==> config.mk <==
export PLATFORM = sky130hd
export DESIGN_NAME = dwd_decoder
export DESIGN_NICKNAME = d
export VERILOG_FILES = /design/src/core/dwd_pkg.sv /design/src/core/dwd_decoder.sv
export SDC_FILE = /design/constraint.sdc
export NUM_CORES = 1
export LEC_CHECK = 0
export BUFFER_PORTS_ARGS = -buffer_cell sky130_fd_sc_hd__buf_2
export CAP_MARGIN = 20
export CORE_ASPECT_RATIO = 0.5
export CORE_UTILIZATION = 42
export DETAILED_ROUTE_END_ITERATION = 8
export GPL_TIMING_DRIVEN = 0
export PLACE_DENSITY = 0.81
export REMOVE_ABC_BUFFERS = 1
export SYNTH_ARGS = -nofsm -noshare
export SYNTH_HDL_FRONTEND = slang
export SYNTH_SLANG_ARGS = --single-unit
==> constraint.sdc <==
create_clock -name mclk -period 0.98 [get_ports mclk]
set_clock_uncertainty 0.05 [all_clocks]
set_input_delay 0.049 -clock mclk [delete_from_list [all_inputs] [get_ports mclk]]
set_output_delay 0.049 -clock mclk [all_outputs]
set_load 0.005 [all_outputs]
==> src/core/dwd_pkg.sv <==
// Purpose: Constants and types for the DAC register word decoder
// Assumes: Command word arrives whole as a 29-bit parallel word with a strobe
// Notes: Field positions, kinds and widths live here only
// Functional notes
// - Bit 28 low writes the data into the addressed register.
// - Bit 28 high starts a readback of the addressed register.
// - Bits 27..24 select channels; any combination programs several at once.
// - Bits 23..22: 01 gain, 10 offset, 11 input data register.
// - Kind 00 targets system control or channel control register instead.
// - Address bits 21..19 choose the register set of the DAC.
// - Address bits 18..16 choose the DAC within the channel.
// - Bits 15..0 carry data, stored whole for input and offset registers.
// - Gain register keeps only data bits 15..1.
// - Corrected code recomputed only on input data load.
package dwd_pkg;
	localparam int WORD_W = 29;
	localparam int RW_BIT = 28;
	localparam int CH_HI = 27;
	localparam int CH_LO = 24;
	localparam int KIND_HI = 23;
	localparam int KIND_LO = 22;
	localparam int SET_HI = 21;
	localparam int SET_LO = 19;
	localparam int DAC_HI = 18;
	localparam int DAC_LO = 16;
	localparam int DATA_W = 16;
	localparam int GAIN_W = 15;
	localparam int NUM_CH = 4;
	localparam logic [1:0] KIND_CTRL = 2'h0;
	localparam logic [1:0] KIND_GAIN = 2'h1;
	localparam logic [1:0] KIND_OFFS = 2'h2;
	localparam logic [1:0] KIND_INPUT = 2'h3;

	typedef struct packed {
		logic [NUM_CH-1:0] ch_mask;
		logic [2:0] reg_set;
		logic [2:0] dac_sel;
		logic [DATA_W-1:0] data;
	} dwd_target_t;
endpackage : dwd_pkg

==> src/core/dwd_decoder.sv <==
// Purpose: Split a received command word into one-cycle register strobes
// Assumes: Word and its strobe come from logic on mclk
// Notes: All outputs are registered; strobes last one cycle
`timescale 1ns/10ps
module dwd_decoder (
	// Clock and reset
	input wire logic mclk,
	input wire logic rst_n,
	// Received word
	input wire logic word_valid,
	input wire logic [dwd_pkg::WORD_W-1:0] word_in,
	// Decoded access
	output dwd_pkg::dwd_target_t target,
	output logic gain_wr,
	output logic offs_wr,
	output logic input_wr,
	output logic ctrl_wr,
	output logic rdback_start,
	output logic recalc_start,
	output logic [dwd_pkg::GAIN_W-1:0] gain_data
);
	import dwd_pkg::*;

	// ************
	// Field helpers
	// ************
	// Write and kind helpers are shared by the next-state logic and the checks, so both read the word alike
	function automatic logic word_is_write(input logic [WORD_W-1:0] w);
		return ~w[RW_BIT];
	endfunction : word_is_write

	function automatic logic [1:0] word_kind(input logic [WORD_W-1:0] w);
		return w[KIND_HI:KIND_LO];
	endfunction : word_kind

	function automatic dwd_target_t word_fields(input logic [WORD_W-1:0] w);
		dwd_target_t t;
		t.ch_mask = w[CH_HI:CH_LO];
		t.reg_set = w[SET_HI:SET_LO];
		t.dac_sel = w[DAC_HI:DAC_LO];
		t.data = w[DATA_W-1:0];
		return t;
	endfunction : word_fields

	function automatic logic [GAIN_W-1:0] word_gain(input logic [WORD_W-1:0] w);
		// Lowest data bit has no home in the gain register
		return w[DATA_W-1:DATA_W-GAIN_W];
	endfunction : word_gain

	// ************
	// Decode
	// ************
	dwd_target_t tgt_r, tgt_nxt;
	logic gain_r, gain_nxt, offs_r, offs_nxt, inp_r, inp_nxt;
	logic ctrl_r, ctrl_nxt, rd_r, rd_nxt;
	logic [GAIN_W-1:0] gd_r, gd_nxt;
	logic is_wr;
	logic [1:0] kind;

	always_comb begin
		tgt_nxt = tgt_r;
		gd_nxt = gd_r;
		gain_nxt = 1'b0;
		offs_nxt = 1'b0;
		inp_nxt = 1'b0;
		ctrl_nxt = 1'b0;
		rd_nxt = 1'b0;
		is_wr = word_is_write(word_in);
		kind = word_kind(word_in);
		// Only a complete word is decoded
		if (word_valid) begin
			tgt_nxt = word_fields(word_in);
			gd_nxt = word_gain(word_in);
			rd_nxt = ~is_wr;
			if (is_wr) begin
				unique case (kind)
					KIND_CTRL: ctrl_nxt = 1'b1;
					KIND_GAIN: gain_nxt = 1'b1;
					KIND_OFFS: offs_nxt = 1'b1;
					// The shared offset DAC arrives here too, as a plain input write
					KIND_INPUT: inp_nxt = 1'b1;
				endcase
			end
		end
	end

	always_ff @(posedge mclk or negedge rst_n) begin
		if (!rst_n) begin
			tgt_r <= '0;
			gd_r <= '0;
			gain_r <= 1'b0;
			offs_r <= 1'b0;
			inp_r <= 1'b0;
			ctrl_r <= 1'b0;
			rd_r <= 1'b0;
		end else begin
			tgt_r <= tgt_nxt;
			gd_r <= gd_nxt;
			gain_r <= gain_nxt;
			offs_r <= offs_nxt;
			inp_r <= inp_nxt;
			ctrl_r <= ctrl_nxt;
			rd_r <= rd_nxt;
		end
	end

	assign target = tgt_r;
	assign gain_data = gd_r;
	assign gain_wr = gain_r;
	assign offs_wr = offs_r;
	assign input_wr = inp_r;
	assign ctrl_wr = ctrl_r;
	assign rdback_start = rd_r;
	// Recompute follows input loads only; gain or offset updates leave it idle
	assign recalc_start = inp_r;

	// ************
	// Checks
	// ************
	// Helper: remembers that a word was taken at the previous edge
	logic word_d_r, word_d_nxt;

	always_comb begin
		word_d_nxt = word_valid;
	end

	always_ff @(posedge mclk or negedge rst_n) begin
		if (!rst_n) begin
			word_d_r <= 1'b0;
		end else begin
			word_d_r <= word_d_nxt;
		end
	end
endmodule : dwd_decoder

Word-level counts from Yosys, hierarchy flattened
Index checks and enable logic that the tools add are counted.
{"block": "totals", "regBits": 46, "out_inout_bits": 47}
{"block": "classes", "eq_ne": 3, "n_mux": 13, "reduce_logical": 1}
{"operator": "$mux 1", "count": 13}
{"operator": "$eq 2x2->1 const B", "count": 2}
{"operator": "$eq 2x1->1 const B", "count": 1}
{"operator": "$logic_not 2->1", "count": 1}

Logic depth before layout (Yosys ltp)
{"block": "logic_depth", "ltp_word": 4, "mapped_depth": 2, "ltp_nobuf": 1}

Least setup slack after synthesis
OpenSTA, ideal clock, no wires.
{"block": "synth_path", "path_type": "register -> register", "startpoint": "register gain_data[14] (netlist name)", "endpoint": "register gd_r[14] (netlist: gain_data[14])", "arrival_ns": 0.629, "required_time_ns": 0.805, "path_slack_ns": 0.176, "path_stages_with_launch": 2, "n_path_buf": 0, "path_cell_list": "dfrtp_1 > mux2_2"}
{"item": "end signal: assignment", "line": "dwd_decoder.sv:98", "rtl": "gd_r <= gd_nxt;"}
{"item": "end: declaration", "line": "dwd_decoder.sv:56", "rtl": "logic [GAIN_W-1:0] gd_r, gd_nxt;"}

Final worst setup path
{"block": "layout_path", "startpoint": "register tgt_r, in the netlist target[9]", "endpoint": "output target[9] in the netlist's numbering"}
{"item": "start: declaration", "line": "dwd_decoder.sv:53", "rtl": "dwd_target_t tgt_r, tgt_nxt;"}
{"item": "start signal: assignment", "line": "dwd_decoder.sv:97", "rtl": "tgt_r <= tgt_nxt;"}
{"item": "end: declaration", "line": "dwd_decoder.sv:13", "rtl": "output dwd_pkg::dwd_target_t target,"}
No word-level cell between the ends.

==> flow_summary.toml <==
[status]
run_status = "finished, final reports clean"

[synth]
synth.yosys.warnings = 0
synth.cell_area_sq_um = 1280
post_synth_inst_count = 81
postSynthRegisterBits = 31
synthDistinctLibCells = 8
yosysSeqAreaShare = 0.607
post_synth.cell_area_avg_sq_um = 15.8

[sta]
timing.max_slew.rel_slack = 0.553
timing.final.crit_period_ns = 0.927
setup_viol = 0
total_neg_setup_slack_ns = 0
rsz0062_at_grt = "false"
post-route-period-util = 0.946
worst_slew_pin_slew_ns = 0.671
timing.fmax_mhz = 1080
finalHoldViolCount = 0
max_slew_violation_count = 0

[placement]
place.detailed.instances = 177
hpwlAfterDp_mm = 1.74
dpl_cell_area_sq_um = 1560
finalWeightedCongestion = 0.672
buffer_ports.inserted = 78

[worst_setup_path]
worst_setup_path_start_kind = "flip-flop"
critPathCaptureType = "output port"
worst-endpoint-required_ns = 0.88
biggest_fanout_along_the_worst_timing_path = 3
timing.critical_path.slowest_cell_delay_ns = 0.41
critical_path.slowest_cell = "sky130_fd_sc_hd__dfrtp_1"
critical_path_class = "flip-flop to output port"
crit-reg2reg-launch = "target[9]"
timing.critical_path.cells = "buf_2"
worst_path_dominant_cell_family = "flip-flops"
worstSetupStartpoint = "target[9]"
arrival_ns = 0.83
cp_buf_inv_count = 1

[power_and_ir_drop]
total_power_mw = 3.08
intPower_mw = 2.37
p_leak_nw = 0.986
p_sw_frac = 0.231
total_switching_power_mw = 0.710
sequentialPowerShare = 0.475
vdd_ir_drop_max_v = 0.000906
cellPowerDensity_nw_per_um2 = 1570
power_frac_clock = 0.349
power_frac_comb = 0.177

[layout]
seq_area_sq_um = 776
final_core_utilization = 0.718
commonest_cells_after_routing_fill_and_taps_aside = "78 x sky130_fd_sc_hd__buf_2, 31 x sky130_fd_sc_hd__dfrtp_1, 30 x sky130_fd_sc_hd__dlygate4sd3_1, 26 x sky130_fd_sc_hd__mux2_2, 7 x sky130_fd_sc_hd__clkbuf_8"
drive_gt1_frac = 0.640
finalInstanceArea_sq_um = 1960
final.fill_count = 161
nets = 209
mostFrequentLayoutCell = "sky130_fd_sc_hd__buf_2"
fin_cells = 215
multiInputGateArea_sq_um = 349
insertedDiodeCount = 0
area.growth.synth_to_final_pct = 53.4

[global_route]
global_route_wire_length_before_repair_mm = 4.49
grt_antenna_before_repair = 0
largest_net_degree_at_the_start_of_global_routing = 32
grt.total_usage = 0.202
via_count_of_the_first_global_routing_pass = 960
globalRouteOverflowTotal = 0

[clocking]
cts.reportedPaths.clkPinSlew_ns = 0.06
clock_tree_root_driver_cell = "sky130_fd_sc_hd__clkbuf_8"
insertion_delay_ns = 0.27
tritoncts_clock_tree = "yes"
clock_sink_count = 31
cts_max_path_buffers = 2
numCtsBuffers = 5
h-tree-depth = 2

[floorplan]
die_height_um = 41.0
die_area_sq_um = 3280
floorplan.io_pins = 79
rows = 13
fp.coreArea_sq_um = 2730
die-width_um = 80.0
floorplan.initialDensity = 0.468

[route]
first_pass_iters = 4
drt.antenna.violating_nets = 0
drt-total-wl_mm = 3.18
drtIter0Drc = 17
routed_via_density = 4.53
detailroute.via_count = 973
post_drt_wl_per_cell_um = 14.8
drc_violations_left = 0

[job]
drv_cap = 0

[hold_path]
type_of_the_tightest_min_delay_check = "primary input to asynchronous set/reset pin"
==> synthesized netlist by cell type <==
library cell	count	area share
sky130_fd_sc_hd__and4bb_2	2	0.020
sky130_fd_sc_hd__dfrtp_1	31	0.61
sky130_fd_sc_hd__and4b_1	1	0.0078
sky130_fd_sc_hd__mux2_2	26	0.23
sky130_fd_sc_hd__nor4b_2	1	0.012
sky130_fd_sc_hd__buf_6	3	0.026
sky130_fd_sc_hd__buf_4	16	0.094
sky130_fd_sc_hd__and2_1	1	0.0049
==> path summary, 6_finish.rpt <==
check,slack (ns),to,depth (start not counted)
setup / recovery,0.05,target[9],1
hold / removal,0.30,target[0],2
setup reg to reg,0.14,target[9],1
hold reg to reg,0.45,target[19],1
max in group asynchronous,0.15,target[9],2
min in group mclk,0.32,rdback_start,2
==> metrics by stage <==
stage               setup slack, ns  hold WS, ns
floorplan                     0.161       -0.297
global placement             -0.157       0.0655
detailed placement           -0.171       0.0687
CTS                          0.0641        0.303
global route                 0.0106        0.339
finish                       0.0526        0.297
==> final cells by class <==
class | count | share of cell area
Clock buffer | 8 | 0.0510
Multi-Input combinational cell | 31 | 0.178
Sequential cell | 31 | 0.395
Tap cell | 37 | 0.0236
Timing Repair Buffer | 108 | 0.352
==> power by group through the flow <==
stage	Clock [mW]	Combinational (mW)	Sequential, mW
2_1_floorplan	0	0.120	1.51
3_3_place_gp	0	0.430	1.47
3_5_place_dp	0	0.443	1.48
4_1_cts	1.09	0.535	1.46
5_1_grt	1.16	0.594	1.48
6_report	1.07	0.544	1.46
==> sequential cells by signal, indices dropped and copies added (netlist names) <==
register / flops
target: 25
ctrl_wr: 1
gain_data: 1
gain_wr: 1
input_wr: 1
offs_wr: 1
rdback_start: 1
==> metal layers <==
metal  routed length [um]  GRT usage  share of wire
met1                 1160      0.197           0.36
met2                 1770      0.412           0.56
met3                  153     0.0578          0.048
met4                   93      0.125          0.029
met5                    0          0              0
==> timing repair <==
action | CTS | global route
buffers inserted | 0 | 0
resized for setup | 0 | 0
hold buffers | 30 | 0
endpoints found under the hold margin | 58 | 0
==> kinds of logic after synthesis <==
family                 share of synthesized area
DFF                                        0.607
buffers and inverters                      0.120
muxes                                      0.229
and+or+nand+nor                           0.0440
No activity file was read; power rests on OpenSTA's default activity.
